--- src/rtl/ief_pkg.sv ---
// Constants, field positions and register offsets of the interrupt-enable and status-flag block.
// Assumes a 32-bit Avalon-MM register bus and a bus engine on the same clock.
package ief_pkg;
    // ------------------------------------------------------------------
    // Register byte offsets
    // ------------------------------------------------------------------
    localparam logic [4:0] IEF_OFS_CTRL = 5'h00;
    localparam logic [4:0] IEF_OFS_FLAGS = 5'h04;
    localparam logic [4:0] IEF_OFS_TXBUF = 5'h08;
    localparam logic [4:0] IEF_OFS_RXBUF = 5'h0c;
    localparam logic [4:0] IEF_OFS_ISTAT = 5'h10;
    localparam logic [4:0] IEF_OFS_ICLR = 5'h14;
    localparam logic [4:0] IEF_OFS_IEN = 5'h18;
    // ------------------------------------------------------------------
    // Field positions
    // ------------------------------------------------------------------
    localparam int IEF_B_TIE = 7;
    localparam int IEF_B_TX_DONE_IRQ_EN = 6;
    localparam int IEF_B_RIE = 5;
    localparam int IEF_B_NACK_IRQ_EN = 4;
    localparam int IEF_B_STOP_IRQ_EN = 3;
    localparam int IEF_B_ACK_JUDGE_SELECT = 2;
    localparam int IEF_B_RX_ACK_BIT = 1;
    localparam int IEF_B_TX_ACK_BIT = 0;
    localparam int IEF_B_TX_BUFFER_EMPTY = 7;
    localparam int IEF_B_TRANSMIT_END = 6;
    localparam int IEF_B_RX_BUFFER_FULL = 5;
    localparam int IEF_B_NO_ACK_FLAG = 4;
    localparam int IEF_B_STOPF = 3;
    localparam int IEF_B_ALOVE = 2;
    // Request indices in the interrupt status, clear and enable registers.
    localparam int IEF_RQ_TXE = 0;
    localparam int IEF_RQ_TXD = 1;
    localparam int IEF_RQ_RXF = 2;
    localparam int IEF_RQ_OVR = 3;
    localparam int IEF_RQ_NAK = 4;
    localparam int IEF_RQ_STP = 5;
    localparam int IEF_NREQ = 6;
    // ------------------------------------------------------------------
    // Reset values and link counts
    // ------------------------------------------------------------------
    localparam logic [7:0] IEF_RST_BYTE = 8'h00;
    localparam logic [3:0] IEF_ACK_FALLS = 4'h8;
    localparam logic [3:0] IEF_LAST_RISES = 4'h8;
endpackage : ief_pkg

--- src/rtl/ief_link_if.sv ---
// Link-side events passed from the serial clock edge finder to the flag logic.
// Assumes both ends run on the one system clock.
interface ief_link_if;
    logic frame_start;
    logic sda_s;
    logic scl_rise;
    logic ninth_rise;
    logic last_rise;
    logic ack_slot;
    modport edge_end (input frame_start, output sda_s, scl_rise, ninth_rise, last_rise, ack_slot);
    modport flag_end (output frame_start, input sda_s, scl_rise, ninth_rise, last_rise, ack_slot);
endinterface : ief_link_if

--- src/rtl/ief_link_edge.sv ---
// Serial clock and data synchronisers with a fall counter and a rise counter per frame.
// Assumes the serial clock is far slower than the system clock.
module ief_link_edge (
    input wire logic ref_clk_i,
    input wire logic rst_n_i,
    input wire logic scl_i,
    input wire logic sda_i,
    ief_link_if.edge_end lnk
);
    import ief_pkg::*;

    typedef struct packed {
        logic [1:0] scl_sy;
        logic [1:0] sda_sy;
        logic scl_d;
        logic [3:0] falls;
        logic [3:0] rises;
    } ief_edge_st_t;

    ief_edge_st_t st_r;
    ief_edge_st_t st_nxt;
    logic rise;
    logic fall;

    // Edges are judged only on the second synchroniser stage.
    assign rise = st_r.scl_sy[1] & ~st_r.scl_d;
    assign fall = ~st_r.scl_sy[1] & st_r.scl_d;
    assign lnk.sda_s = st_r.sda_sy[1];
    assign lnk.scl_rise = rise;
    assign lnk.ninth_rise = rise & (st_r.falls == IEF_ACK_FALLS);
    assign lnk.last_rise = rise & (st_r.rises == IEF_LAST_RISES - 4'h1);
    assign lnk.ack_slot = (st_r.falls == IEF_ACK_FALLS);

    // Counters restart with each frame so the ack slot lines up with the ninth clock.
    always_comb begin
        st_nxt = st_r;
        st_nxt.scl_sy = {st_r.scl_sy[0], scl_i};
        st_nxt.sda_sy = {st_r.sda_sy[0], sda_i};
        st_nxt.scl_d = st_r.scl_sy[1];
        if (lnk.frame_start) begin
            st_nxt.falls = 4'h0;
            st_nxt.rises = 4'h0;
        end else begin
            if (fall) begin
                st_nxt.falls = (st_r.falls == IEF_ACK_FALLS) ? 4'h0 : st_r.falls + 4'h1;
            end
            if (rise) begin
                st_nxt.rises = (st_r.falls == IEF_ACK_FALLS) ? 4'h0 : st_r.rises + 4'h1;
            end
        end
    end

    // Idle bus lines are high, so the synchronisers reset to one.
    always_ff @(posedge ref_clk_i) begin
        if (!rst_n_i) begin
            st_r <= '{scl_sy: 2'h3, sda_sy: 2'h3, scl_d: 1'b1, falls: 4'h0, rises: 4'h0};
        end else begin
            st_r <= st_nxt;
        end
    end
endmodule : ief_link_edge

--- src/rtl/ief_top.sv ---
// Interrupt enables, acknowledge control and transmit/receive flags of a two-wire serial interface.
// Assumes the bus engine on the same clock supplies load, start and byte events, and the other flags.
//
// Our own choices: the Avalon-MM interface to the registers and the register offsets.
module ief_top (
    input wire logic ref_clk_i,
    input wire logic rst_n_i,
    input wire logic [4:0] avs_address_i,
    input wire logic avs_read_i,
    input wire logic avs_write_i,
    input wire logic [31:0] avs_writedata_i,
    output logic [31:0] avs_readdata_o,
    output logic avs_waitrequest_o,
    input wire logic scl_i,
    input wire logic sda_i,
    output logic sda_o,
    output logic sda_oe_o,
    input wire logic sync_format_i,
    input wire logic transmit_select_i,
    input wire logic frame_start_i,
    input wire logic tx_load_i,
    input wire logic start_issued_i,
    input wire logic slave_rx_to_tx_i,
    input wire logic rx_byte_done_i,
    input wire logic [7:0] rx_byte_i,
    input wire logic no_ack_flag_i,
    input wire logic arb_lost_flag_i,
    input wire logic rx_lost_byte_flag_i,
    input wire logic stop_flag_i,
    output logic [7:0] tx_buffer_o,
    output logic halt_transfer_o,
    output logic tx_empty_irq_request_o,
    output logic tx_done_irq_request_o,
    output logic rx_full_irq_request_o,
    output logic overrun_irq_request_o,
    output logic nack_irq_request_o,
    output logic stop_irq_request_o,
    output logic irq_o
);
    import ief_pkg::*;

    // ------------------------------------------------------------------
    // State
    // ------------------------------------------------------------------
    typedef struct packed {
        logic ack;
        logic [31:0] rdata;
        logic [7:0] ctrl;
        logic tx_buffer_empty;
        logic transmit_end;
        logic rx_buffer_full;
        logic [2:0] seen;
        logic [7:0] tx_buf;
        logic [7:0] rx_buf;
        logic trs_d;
        logic halt;
        logic sda_oe;
        logic [IEF_NREQ-1:0] req;
        logic [IEF_NREQ-1:0] sts;
        logic [IEF_NREQ-1:0] ien;
        logic irq;
    } ief_st_t;

    ief_st_t st_r;
    ief_st_t st_nxt;
    ief_link_if lnk ();
    logic [7:0] flags_view;
    logic wr_go;
    logic rd_go;
    logic tx_buffer_empty_set;
    logic transmit_end_set;
    logic rx_buffer_full_set;

    // ------------------------------------------------------------------
    // Serial clock edges
    // ------------------------------------------------------------------
    assign lnk.frame_start = frame_start_i;

    ief_link_edge u_edge (
        .ref_clk_i(ref_clk_i),
        .rst_n_i(rst_n_i),
        .scl_i(scl_i),
        .sda_i(sda_i),
        .lnk(lnk)
    );

    // A request is acted on only in the cycle the master sees waitrequest low.
    assign wr_go = st_r.ack & avs_write_i;
    assign rd_go = st_r.ack & avs_read_i;

    // Live view of the status flags; the other flags are owned elsewhere.
    always_comb begin
        flags_view = IEF_RST_BYTE;
        flags_view[IEF_B_TX_BUFFER_EMPTY] = st_r.tx_buffer_empty;
        flags_view[IEF_B_TRANSMIT_END] = st_r.transmit_end;
        flags_view[IEF_B_RX_BUFFER_FULL] = st_r.rx_buffer_full;
        flags_view[IEF_B_NO_ACK_FLAG] = no_ack_flag_i;
        flags_view[IEF_B_STOPF] = stop_flag_i;
        flags_view[IEF_B_ALOVE] = arb_lost_flag_i | rx_lost_byte_flag_i;
    end

    // Setting events of the three flags kept here.
    assign tx_buffer_empty_set = tx_load_i | (transmit_select_i & ~st_r.trs_d) | start_issued_i | slave_rx_to_tx_i;
    assign transmit_end_set = sync_format_i ? lnk.last_rise : (lnk.ninth_rise & st_r.tx_buffer_empty);
    assign rx_buffer_full_set = rx_byte_done_i;

    // ------------------------------------------------------------------
    // Next state
    // ------------------------------------------------------------------
    always_comb begin
        st_nxt = st_r;
        st_nxt.trs_d = transmit_select_i;

        // Waitrequest drops for exactly one cycle per request.
        st_nxt.ack = (avs_read_i | avs_write_i) & ~st_r.ack;
        if ((avs_read_i | avs_write_i) & ~st_r.ack) begin
            st_nxt.rdata = 32'h0000_0000;
            if (avs_read_i) begin
                unique case (avs_address_i)
                    IEF_OFS_CTRL: st_nxt.rdata[7:0] = st_r.ctrl;
                    IEF_OFS_FLAGS: st_nxt.rdata[7:0] = flags_view;
                    IEF_OFS_TXBUF: st_nxt.rdata[7:0] = st_r.tx_buf;
                    IEF_OFS_RXBUF: st_nxt.rdata[7:0] = st_r.rx_buf;
                    IEF_OFS_ISTAT: st_nxt.rdata[IEF_NREQ-1:0] = st_r.sts;
                    IEF_OFS_IEN: st_nxt.rdata[IEF_NREQ-1:0] = st_r.ien;
                    default: st_nxt.rdata = 32'h0000_0000;
                endcase
            end
        end

        // Control register; the received-ack bit ignores software writes.
        if (wr_go && avs_address_i == IEF_OFS_CTRL) begin
            st_nxt.ctrl = avs_writedata_i[7:0];
            st_nxt.ctrl[IEF_B_RX_ACK_BIT] = st_r.ctrl[IEF_B_RX_ACK_BIT];
        end

        // Capture the peer's ack at the ninth rise while transmitting.
        if (transmit_select_i && lnk.ninth_rise) begin
            st_nxt.ctrl[IEF_B_RX_ACK_BIT] = lnk.sda_s;
        end

        // Judged ack: a one halts continuous transfer only when selected.
        st_nxt.halt = st_nxt.ctrl[IEF_B_ACK_JUDGE_SELECT] & st_nxt.ctrl[IEF_B_RX_ACK_BIT];

        // Open drain: enable the pull-down to send a zero in the ack slot.
        st_nxt.sda_oe = ~transmit_select_i & ~sync_format_i & lnk.ack_slot & ~st_r.ctrl[IEF_B_TX_ACK_BIT];

        // A status read that sees a one arms that flag's zero-write clear.
        if (rd_go && avs_address_i == IEF_OFS_FLAGS) begin
            st_nxt.seen = st_r.seen | {st_r.tx_buffer_empty, st_r.transmit_end, st_r.rx_buffer_full};
        end

        // Clearing: zero-write after a read of one, or a buffer access.
        if (wr_go && avs_address_i == IEF_OFS_FLAGS) begin
            if (!avs_writedata_i[IEF_B_TX_BUFFER_EMPTY] && st_r.seen[2]) begin
                st_nxt.tx_buffer_empty = 1'b0;
            end
            if (!avs_writedata_i[IEF_B_TRANSMIT_END] && st_r.seen[1]) begin
                st_nxt.transmit_end = 1'b0;
            end
            if (!avs_writedata_i[IEF_B_RX_BUFFER_FULL] && st_r.seen[0]) begin
                st_nxt.rx_buffer_full = 1'b0;
            end
        end
        if (wr_go && avs_address_i == IEF_OFS_TXBUF) begin
            st_nxt.tx_buf = avs_writedata_i[7:0];
            st_nxt.tx_buffer_empty = 1'b0;
            st_nxt.transmit_end = 1'b0;
        end
        if (rd_go && avs_address_i == IEF_OFS_RXBUF) begin
            st_nxt.rx_buffer_full = 1'b0;
        end

        // Setting comes last so an event in a clearing cycle is kept.
        if (tx_buffer_empty_set) begin
            st_nxt.tx_buffer_empty = 1'b1;
        end
        if (transmit_end_set) begin
            st_nxt.transmit_end = 1'b1;
        end
        if (rx_buffer_full_set) begin
            st_nxt.rx_buffer_full = 1'b1;
            st_nxt.rx_buf = rx_byte_i;
        end

        // A cleared flag disarms its zero-write clear for the next round.
        if (!st_nxt.tx_buffer_empty) begin
            st_nxt.seen[2] = 1'b0;
        end
        if (!st_nxt.transmit_end) begin
            st_nxt.seen[1] = 1'b0;
        end
        if (!st_nxt.rx_buffer_full) begin
            st_nxt.seen[0] = 1'b0;
        end

        // Interrupt requests are levels that fall as soon as flag or enable drops.
        st_nxt.req[IEF_RQ_TXE] = st_nxt.ctrl[IEF_B_TIE] & st_nxt.tx_buffer_empty;
        st_nxt.req[IEF_RQ_TXD] = st_nxt.ctrl[IEF_B_TX_DONE_IRQ_EN] & st_nxt.transmit_end;
        st_nxt.req[IEF_RQ_RXF] = st_nxt.ctrl[IEF_B_RIE] & st_nxt.rx_buffer_full;
        st_nxt.req[IEF_RQ_OVR] = sync_format_i & rx_lost_byte_flag_i
            & (st_nxt.ctrl[IEF_B_RIE] | st_nxt.ctrl[IEF_B_NACK_IRQ_EN]);
        st_nxt.req[IEF_RQ_NAK] = st_nxt.ctrl[IEF_B_NACK_IRQ_EN] & (no_ack_flag_i | arb_lost_flag_i);
        st_nxt.req[IEF_RQ_STP] = st_nxt.ctrl[IEF_B_STOP_IRQ_EN] & stop_flag_i;

        // Sticky status: a live request wins over a clear in the same cycle.
        if (wr_go && avs_address_i == IEF_OFS_ICLR) begin
            st_nxt.sts = st_r.sts & ~avs_writedata_i[IEF_NREQ-1:0];
        end
        st_nxt.sts = st_nxt.sts | st_r.req;
        if (wr_go && avs_address_i == IEF_OFS_IEN) begin
            st_nxt.ien = avs_writedata_i[IEF_NREQ-1:0];
        end
        st_nxt.irq = |(st_nxt.sts & st_nxt.ien);
    end

    // ------------------------------------------------------------------
    // Registers
    // ------------------------------------------------------------------
    always_ff @(posedge ref_clk_i) begin
        if (!rst_n_i) begin
            st_r <= '0;
        end else begin
            st_r <= st_nxt;
        end
    end

    // Every output except sda_o, which is tied to zero, comes straight from the state register.
    assign avs_readdata_o = st_r.rdata;
    assign avs_waitrequest_o = ~st_r.ack;
    assign sda_o = 1'b0;
    assign sda_oe_o = st_r.sda_oe;
    assign tx_buffer_o = st_r.tx_buf;
    assign halt_transfer_o = st_r.halt;
    assign tx_empty_irq_request_o = st_r.req[IEF_RQ_TXE];
    assign tx_done_irq_request_o = st_r.req[IEF_RQ_TXD];
    assign rx_full_irq_request_o = st_r.req[IEF_RQ_RXF];
    assign overrun_irq_request_o = st_r.req[IEF_RQ_OVR];
    assign nack_irq_request_o = st_r.req[IEF_RQ_NAK];
    assign stop_irq_request_o = st_r.req[IEF_RQ_STP];
    assign irq_o = st_r.irq;
endmodule : ief_top

--- config.mk ---
export PLATFORM = sky130hd
export DESIGN_NAME = ief_top
export DESIGN_NICKNAME = d
export VERILOG_FILES = /design/src/rtl/ief_pkg.sv /design/src/rtl/ief_link_if.sv /design/src/rtl/ief_link_edge.sv /design/src/rtl/ief_top.sv
export SDC_FILE = /design/constraint.sdc
export NUM_CORES = 1
export LEC_CHECK = 0
export BUFFER_PORTS_ARGS = -buffer_cell sky130_fd_sc_hd__buf_4
export CAP_MARGIN = 10
export CORE_AREA = 4 4 92 94
export DETAILED_ROUTE_END_ITERATION = 16
export DIE_AREA = 0 0 96 98
export PLACE_DENSITY = 0.73
export SLEW_MARGIN = 20
export SYNTH_ARGS = -nofsm -noshare
export SYNTH_HDL_FRONTEND = slang
export SYNTH_SLANG_ARGS = --single-unit
--- constraint.sdc ---
create_clock -name ref_clk_i -period 2.5 [get_ports ref_clk_i]
set_clock_uncertainty 0.15 [all_clocks]
set_input_delay 0.625 -clock ref_clk_i [delete_from_list [all_inputs] [get_ports ref_clk_i]]
set_output_delay 0.625 -clock ref_clk_i [all_outputs]
set_load 0.01 [all_outputs]
======== After elaboration in Yosys (flattened, before gate mapping) ========
Cells that the tools add are included.
storage, ports and cells
  word-level logic and storage cells ...... 113
  input bits .............................. 62
  bits in registers ....................... 98
  output and inout port bits .............. 51
operators by class
  bitwise logic cells ..................... 40
  add/sub/neg operators ................... 2
  reductions and logical operators ........ 20
  multiplexer cells ....................... 19
  equal/unequal tests ..................... 8
operators with widths
  kind                                           number
  one-hot mux 6 bit (6 select lines)             1
  AND 1 bit                                      20
  two-way mux 8 bit                              2
  == test 5 bit, second input constant           3
  AND 6 bit                                      2
  two-way mux 6 bit                              2
  logical AND 1 bit                              11
  == test 5 x 4 -> 1 bit, second input constant  2
  two-way mux 1 bit                              9
  adder 4 x 1 -> 4 bit, second input constant    2
  two-way mux 4 bit                              2
  NOT 1 bit                                      8
  one-hot mux 2 bit (4 select lines)             1
  bitwise OR 1 bit                               7
  NOT 6 bit                                      1
  bitwise OR 6 bit                               1
  AND reduction 2 bit                            3
  OR reduction 6 bit                             1
  == test 5 x 3 -> 1 bit, second input constant  1
  zero test 5 bit                                1
  == test 4 x 3 -> 1 bit, second input constant  1
  == test 4 bit, second input constant           1
  zero test 1 bit                                3
  two-way mux 3 bit                              1
  3 further kinds                                3

======== Logic depth before layout (Yosys ltp) ========
Gate-level depths: netlist of run 1.
  depth after elaboration ................. 7
  mapped depth ............................ 8

======== By module ========
Synthesis of run 1 repeated with hierarchy kept, for this count alone.
unflattened totals
  cells, all modules ...................... 370
  area, all modules ....................... 3397.0 sq um
modules (own cells, without submodules)
  module         area an instance (sq um)  times used  cells an instance  seq. area each (sq um)
  ief_top        2816.5                    1           308                1221.2
  ief_link_edge  580.6                     1           62                 260.2

======== Worst setup path before layout of run 1 ========
Ideal clock, no wire load.
  path type ............................... input port to flip-flop
  start point ............................. in avs_address_i[4]
  end point ............................... reg st_r (netlist bit irq_o)
  setup time .............................. 0.120 ns
  arrival time ............................ 2.151 ns
  data required time ...................... 2.230 ns
  path buffers ............................ 1
  cell stages on the path ................. 6
  slack ................................... 0.079 ns
  path through ............................ buf_6 or3b_1 nor3_2 mux2i_1 o22ai_1 o31a_1
between the ends
  cells in the longest elaborated chain, start to end .. 6
ends and longest elaborated chain
  what                    line            source
  start: declaration      ief_top.sv:8    input wire logic [4:0] avs_address_i,
  == test 5 bit           ief_top.sv:207  if (wr_go && avs_address_i == IEF_OFS_ICLR) begin
  logical AND 1 bit       ief_top.sv:207
  two-way mux 6 bit       ief_top.sv:207
  bitwise OR 6 bit        ief_top.sv:210  st_nxt.sts = st_nxt.sts | st_r.req;
  AND 6 bit *             ief_top.sv:214  st_nxt.irq = |(st_nxt.sts & st_nxt.ien);
  OR reduction 6 bit *    ief_top.sv:214
  end signal: assignment  ief_top.sv:224  st_r <= st_nxt;
  end: declaration        ief_top.sv:64   ief_st_t st_r;
Mark *: on every way between the ends. The rest lies on a longest branch, timed or not.
A chain may end at the register's enable or synchronous reset.

======== Final worst setup path of run 1 ========
  start point ............................. in avs_address_i[1]
  end point ............................... reg st_r (netlist bit overrun_irq_request_o)
between the ends
  cells in the longest elaborated chain, start to end .. 5
ends and longest elaborated chain
  what               line            source
  zero test 5 bit    ief_top.sv:132  if (wr_go && avs_address_i == IEF_OFS_CTRL) begin
  logical AND 1 bit  ief_top.sv:132
  two-way mux 8 bit  ief_top.sv:132
  bitwise OR 1 bit   ief_top.sv:202  & (st_nxt.ctrl[IEF_B_RIE] | st_nxt.ctrl[IEF_B_NACK_IRQ_EN]);
  AND 1 bit          ief_top.sv:202
No other way between the ends.

==> results of run 1 <==
## worst paths after layout
kind	start	to	slack, ps	cells past startpoint
setup / recovery	avs_address_i[1]	overrun_irq_request_o	360	6
hold / removal	u_edge.st_nxt[10]	u_edge.lnk.sda_s	260	1
setup reg to reg	st_r[84]	avs_readdata_o[4]	570	5
hold reg to reg	u_edge.st_nxt[10]	u_edge.lnk.sda_s	260	1
## layout by cell type, fill, tap and decap left out, types with 5 or more instances in the layout
cell type and instances:
buf_4 85, dfxtp_1 74, nor2_1 51, mux2i_1 31
conb_1 25, a21oi_1 18, nor3_1 13, nand2_1 12
a22o_1 12, nand2b_1 10, clkbuf_8 9, a22oi_1 6
inv_1 5, nand4_1 5
## flip-flops by register name, indices dropped and copies added, names as in the netlist, 3 cells and up
signal / cells
st_r: 33
flags_view: 3
tx_buffer_o: 8
avs_readdata_o: 8
u_edge.st_nxt: 3
u_edge.st_r: 9
## logic make-up (layout without fill, tap and decap cells)
logic type | Yosys count | count (layout) | synth area share [%]
other cells | 1 | 25 | 0.113
compound gates | 67 | 67 | 14.0
xor+xnor | 3 | 3 | 0.788
buf+inv | 62 | 107 | 12.1
fa+ha+maj | 3 | 3 | 1.13
mux | 31 | 31 | 9.31
flops | 74 | 74 | 44.4
simple gates | 118 | 118 | 18.1
## final cells by class
type / instances / area (um^2) / area share (%)
Clock buffer: 9 / 124 / 3.10
Sequential cell: 74 / 1480 / 37.1
Timing Repair Buffer: 85 / 638 / 16.0
Tap cell: 102 / 128 / 3.20
Inverter: 6 / 22.5 / 0.564
Clock inverter: 7 / 61.3 / 1.54
Multi-Input combinational cell: 247 / 1540 / 38.5
## power breakdown
| group | leakage (nW) | switching, W | total, W | internal (W) |
|---|---|---|---|---|
| registers | 0.600 | 0.0000118 | 0.00121 | 0.00119 |
| logic | 1.11 | 0.000102 | 0.000179 | 0.0000770 |
| clock network | 0.0884 | 0.000497 | 0.000874 | 0.000377 |
## critical path, stage by stage
cell and delay, ps:
buf_4 130, or3_4 390, or4_4 550, mux2i_1 220, nor2_1 100, o211a_1 230
## per-layer routing
metal | up-vias | wire length [um]
met2 | 117 | 3770
li1 | 1326 | -
met4 | 0 | 158
met1 | 1265 | 3420
met3 | 13 | 794
met5 | - | 0
## per-stage QoR
step           cells  cell area [um^2]  total power (W)
5_1_grt          530              3990          0.00236
3_5_place_dp     514              3810          0.00141
2_1_floorplan    383              3420          0.00135
6_report         530              3990          0.00226
4_1_cts          530              3990          0.00228
3_3_place_gp     514              3810          0.00141
==> reports/qor.csv, run 1 <==
metric,value,unit
outcome,finished clean,
max_cap_viol_count,0,
ir_drop,0.390,mV
final_nets,488,
cts_buffers,9,
die-area,9410,um^2
yosysMostFrequentCell,dfxtp_1,
hp-class,reg -> reg,
clk_latency,360,ps
setup_viol,0,
synthTopCellsByArea,"dfxtp_1 44%, mux2i_1 9.3%, buf_4 9.2%",
finish.utilization,52.2,%
p_per_area,566,nW/um^2
num_antenna_cells,0,
yosysWarnings,0,
setup_tns,0,ps
met2_usage,27.8,%
hold_viol_final,0,
fin_crit_sh,85.7,%
post_drt_wl_per_cell,15.4,um
fillers,713,
io_buffers,63,
grtUsageMet3,5.47,%
dp_hpwl,6180,um
synth_top_flop_cell,dfxtp_1,
wirelength,8140,um
area_delta_synth_final,19.8,%
cts_tree,built,
ys_async_sr_fraction,0,%
grt_pass1_wl,12900,um
clock-sinks,74,
synth_cell_types,51,
path_class,in -> reg,
netlist_top_cells_count,"74 x dfxtp_1, 51 x nor2_1, 41 x buf_4",
ant_nets,0,
synthCells,359,
layout_setup_ws,358,ps
cts_setup_buffers,0,
drive_gt1_share,25.0,%
yosysTopAreaCell,dfxtp_1,
netlist.area_leader.share,44.4,%
start_util,43.6,%
crit_path_end_kind,flop,
start_kind,input port,
max-slew-margin-rel,62.9,%
drt_iter0_drc,233,
cts-resized-gates,0,
ys_seq_area_share,44.4,%
antenna_found_initial,0,
cp_max_fo,5,
io_pins,113,
syn_area,3330,um^2
rsz0062_at_grt,false,
h-tree-depth,3,
worst_pin_slew,552,ps
fin_crit,2140,ps
vias,2721,
die_x,96,um
p_leak,1.79,nW
grt_use_met1,24.0,%
cts-hold-fix-buffers,0,
num_rows,32,
avgSynthCellArea,9.28,um^2
grt.overflow.total,0,
post-place-ws,4.70,ps
avgViaCountPerCell,5.13,
cts_root_buf,clkbuf_8,
synth_edf_count,0,
gp_congestion,0.888,
die_h,98,um
firstDrtPassIters,4,
busiest_layer,met2,
drv_slew,0,
grtUsageTotal,18.1,%
clk_path_buf_depth,2,
grt_max_degree,22,
core,7650,um^2
required,2610,ps
whs,261,ps
arrival,2250,ps
fmax,467,MHz
grt_pass1_vias,2557,
drc_errors,0,
ys_seq_elements,74,
clkSlewWorstSetupHoldPaths,90,ps
Power figures use the tool's default switching activity.
==> inputs of run 2 (changes only) <==
- CORE_AREA: 4 4 92 94 -> 4 4 88 90
- DIE_AREA: 0 0 96 98 -> 0 0 92 94
- PLACE_DENSITY: 0.73 -> 0.78
- SYNTH_HIERARCHICAL: default -> 1
- clock period: 2.5 -> 2.6 ns (I/O delays scaled with it)
==> run 2 against run 1 <==
Against the previous run:
- hold slack improved by 3.4 ps
- via count increased by 3.3%
- global-route usage increased by 1.8 points
- area after synthesis increased by 1.9%
- non-clock buffer count decreased by 8
- combinational power increased by 3%
- clock power decreased by 11%
- clock-buffer cell count increased by 2
- cell count increased by 0.57%
- power decreased by 6.0%
- setup slack improved by 44 ps
- sequential share of layout area decreased by 0.24 points
- largest cell class unchanged
- highest routed layer unchanged
==> reports/qor.csv, run 2 <==
metric,value,unit,change
outcome,finished clean,,
die-area,8650,um^2,-8.1%
start_util,48.1,%,+4.5 points
firstDrtPassIters,5,,+1
fmax,455,MHz,
netlist.area_leader.share,43.6,%,-0.83 points
layout_setup_ws,403,ps,+44.4 ps
syn_area,3400,um^2,+1.9%
yosysMostFrequentCell,dfxtp_1,,
clk_path_buf_depth,2,,unchanged
grt_pass1_wl,13300,um,+3.1%
io_buffers,63,,unchanged
cts_tree,built,,
ir_drop,0.338,mV,-13%
r2r_start,st_r[84],,
grt.overflow.total,0,,unchanged
hp-start,u_edge/st_nxt[12],,
crit_path_end_kind,flop,,
synth_cell_types,56,,+9.8%
clk_latency,340,ps,-20 ps
avgViaCountPerCell,5.27,,+2.7%
setup_viol,0,,unchanged
num_rows,31,,-3.1%
arrival,2290,ps,+40 ps
rsz0062_at_grt,false,,
clock-sinks,74,,unchanged
synth_edf_count,0,,unchanged
fin_crit_sh,84.5,%,
final_common_cell,buf_4,,
layout_common_cells,"75 x buf_4, 74 x dfxtp_1, 53 x nor2_1",,
largest_reg_flops,33,,unchanged
drv_slew,0,,unchanged
h-tree-depth,3,,unchanged
max-slew-margin-rel,58.8,%,-4.1 points
cts_root_buf,clkbuf_8,,
synthCells,370,,+3.1%
yosysTopAreaCell,dfxtp_1,,
setup_tns,0,ps,unchanged
required,2690,ps,+80 ps
hp-class,reg -> reg,,
grtUsageTotal,19.9,%,+1.8 points
cts-hold-fix-buffers,0,,unchanged
wirelength,8430,um,+3.6%
worst_pin_slew,614,ps,+61.9 ps
clkSlewWorstSetupHoldPaths,80,ps,about the same
core,7060,um^2,-7.7%
cp_max_fo,6,,+1
whs,264,ps,+3.38 ps
total_power,0.00212,W,-6.0%
largestRegisters,"st_r: 33 flops, u_edge/st_r: 9 flops",,
antenna_found_initial,0,,unchanged
grt_max_degree,51,,+130%
grt_pass1_vias,2660,,+4.0%
netlist_top_cells_count,"74 x dfxtp_1, 53 x nor2_1, 41 x buf_4",,
start_kind,input port,,
drt_iter0_drc,196,,-16%
wl_met3,664,um,-16%
synthTopCellsByArea,"dfxtp_1 44%, mux2i_1 10%, buf_4 9.1%",,
area_delta_synth_final,18.3,%,
post_drt_wl_per_cell,15.8,um,+3.0%
post-place-ws,44.4,ps,+39.7 ps
setup.worst_path.start,avs_address_i[1],,
final_nets,494,,+1.2%
yosysWarnings,6,,+6
ant_nets,0,,unchanged
die_x,92,um,-4.2%
max_cap_viol_count,0,,unchanged
top_layer_used,met4,,
fin_crit,2200,ps,
hold_viol_final,0,,unchanged
gp_congestion,0.943,,+6.2%
cts_setup_buffers,0,,unchanged
cts-resized-gates,0,,unchanged
die_h,94,um,-4.1%
reg2reg_setup_slack,710,ps,+140 ps
ys_async_sr_fraction,0,%,unchanged
dp_hpwl,6380,um,+3.2%
wl_met1,3740,um,+9.5%
p_per_area,528,nW/um^2,-6.7%
avgSynthCellArea,9.18,um^2,-1.1%
ys_seq_elements,74,,unchanged
num_antenna_cells,0,,unchanged
drive_gt1_share,23.5,%,-1.5 points
p_leak,1.67,nW,-6.8%
drc_errors,0,,unchanged
met2WireLength,3790,um,+0.58%
fillers,681,,-4.5%
cts_buffers,9,,unchanged
top_register,st_r,,
vias,2811,,+3.3%
ys_seq_area_share,43.6,%,-0.83 points
io_pins,113,,unchanged
path_class,in -> reg,,
synth_top_flop_cell,dfxtp_1,,
[run 2: cell types whose count changed after synthesis, sizes merged, moves of 4 or more]
cell,previous run,this run
clkbuf,11,6
nand3,3,7
o31ai,4,0
nand2,12,18
a22o,12,2
[run 2: cell families (layout without fill, tap and decap cells)]
group	after synthesis	count (layout)	synth area share (%)
AOI/OAI and AO/OA	62	62	12.8
DFF	74	74	43.6
xor gates and xnor gates	1	1	0.258
and+or+nand+nor	133	133	20.1
buffers and inverters	61	101	11.7
adders and majority gates	3	3	1.11
other	1	25	0.110
muxes	35	35	10.3
[run 2: metrics by stage]
| step | utilization, % | instances | cell area (um^2) |
|---|---|---|---|
| after floorplan | - | 394 | 3490 |
| after global placement | 54.5 | 517 | 3850 |
| after detailed placement | 54.5 | 517 | 3850 |
| after CTS | 56.9 | 533 | 4020 |
| after global routing | 56.9 | 533 | 4020 |
| final | 56.9 | 533 | 4020 |
[run 2: layer usage]
metal / up-vias / track usage [%]
li1: 1354 / -
met1: 1312 / 26.6
met2: 127 / 30.4
met3: 18 / 4.57
met4: 0 / 9.41
met5: - / 0
[run 2: cell type report]
cell class	count	area (um^2)	area share [%]
multi-input cells	259	1610	40.0
well taps	99	124	3.08
repair buffers	77	603	15.0
inverters	8	32.5	0.809
flip-flops and latches	74	1480	36.9
clock buffers	11	141	3.52
clock inverters	5	30.0	0.747
[run 2: worst max-delay path: stages]
cell and delay (ps):
buf_4 130, or3b_4 430, nor3_4 230, buf_12 150
mux2i_1 240, o22ai_1 110, o31a_2 340
[run 2: worst paths after layout]
path | endpoint | cells past startpoint
worst max-delay path | irq_o | 7
worst min-delay path | u_edge/st_nxt[8] | 1
worst max register to register | irq_o | 5
worst min register to register | u_edge/st_nxt[8] | 1
[run 2: where the power goes]
part	internal, W	total (W)	switching [W]
Sequential	0.00115	0.00116	0.0000112
Clock	0.000367	0.000778	0.000410
Combinational	0.0000751	0.000184	0.000109
Total	0.00159	0.00212	0.000531
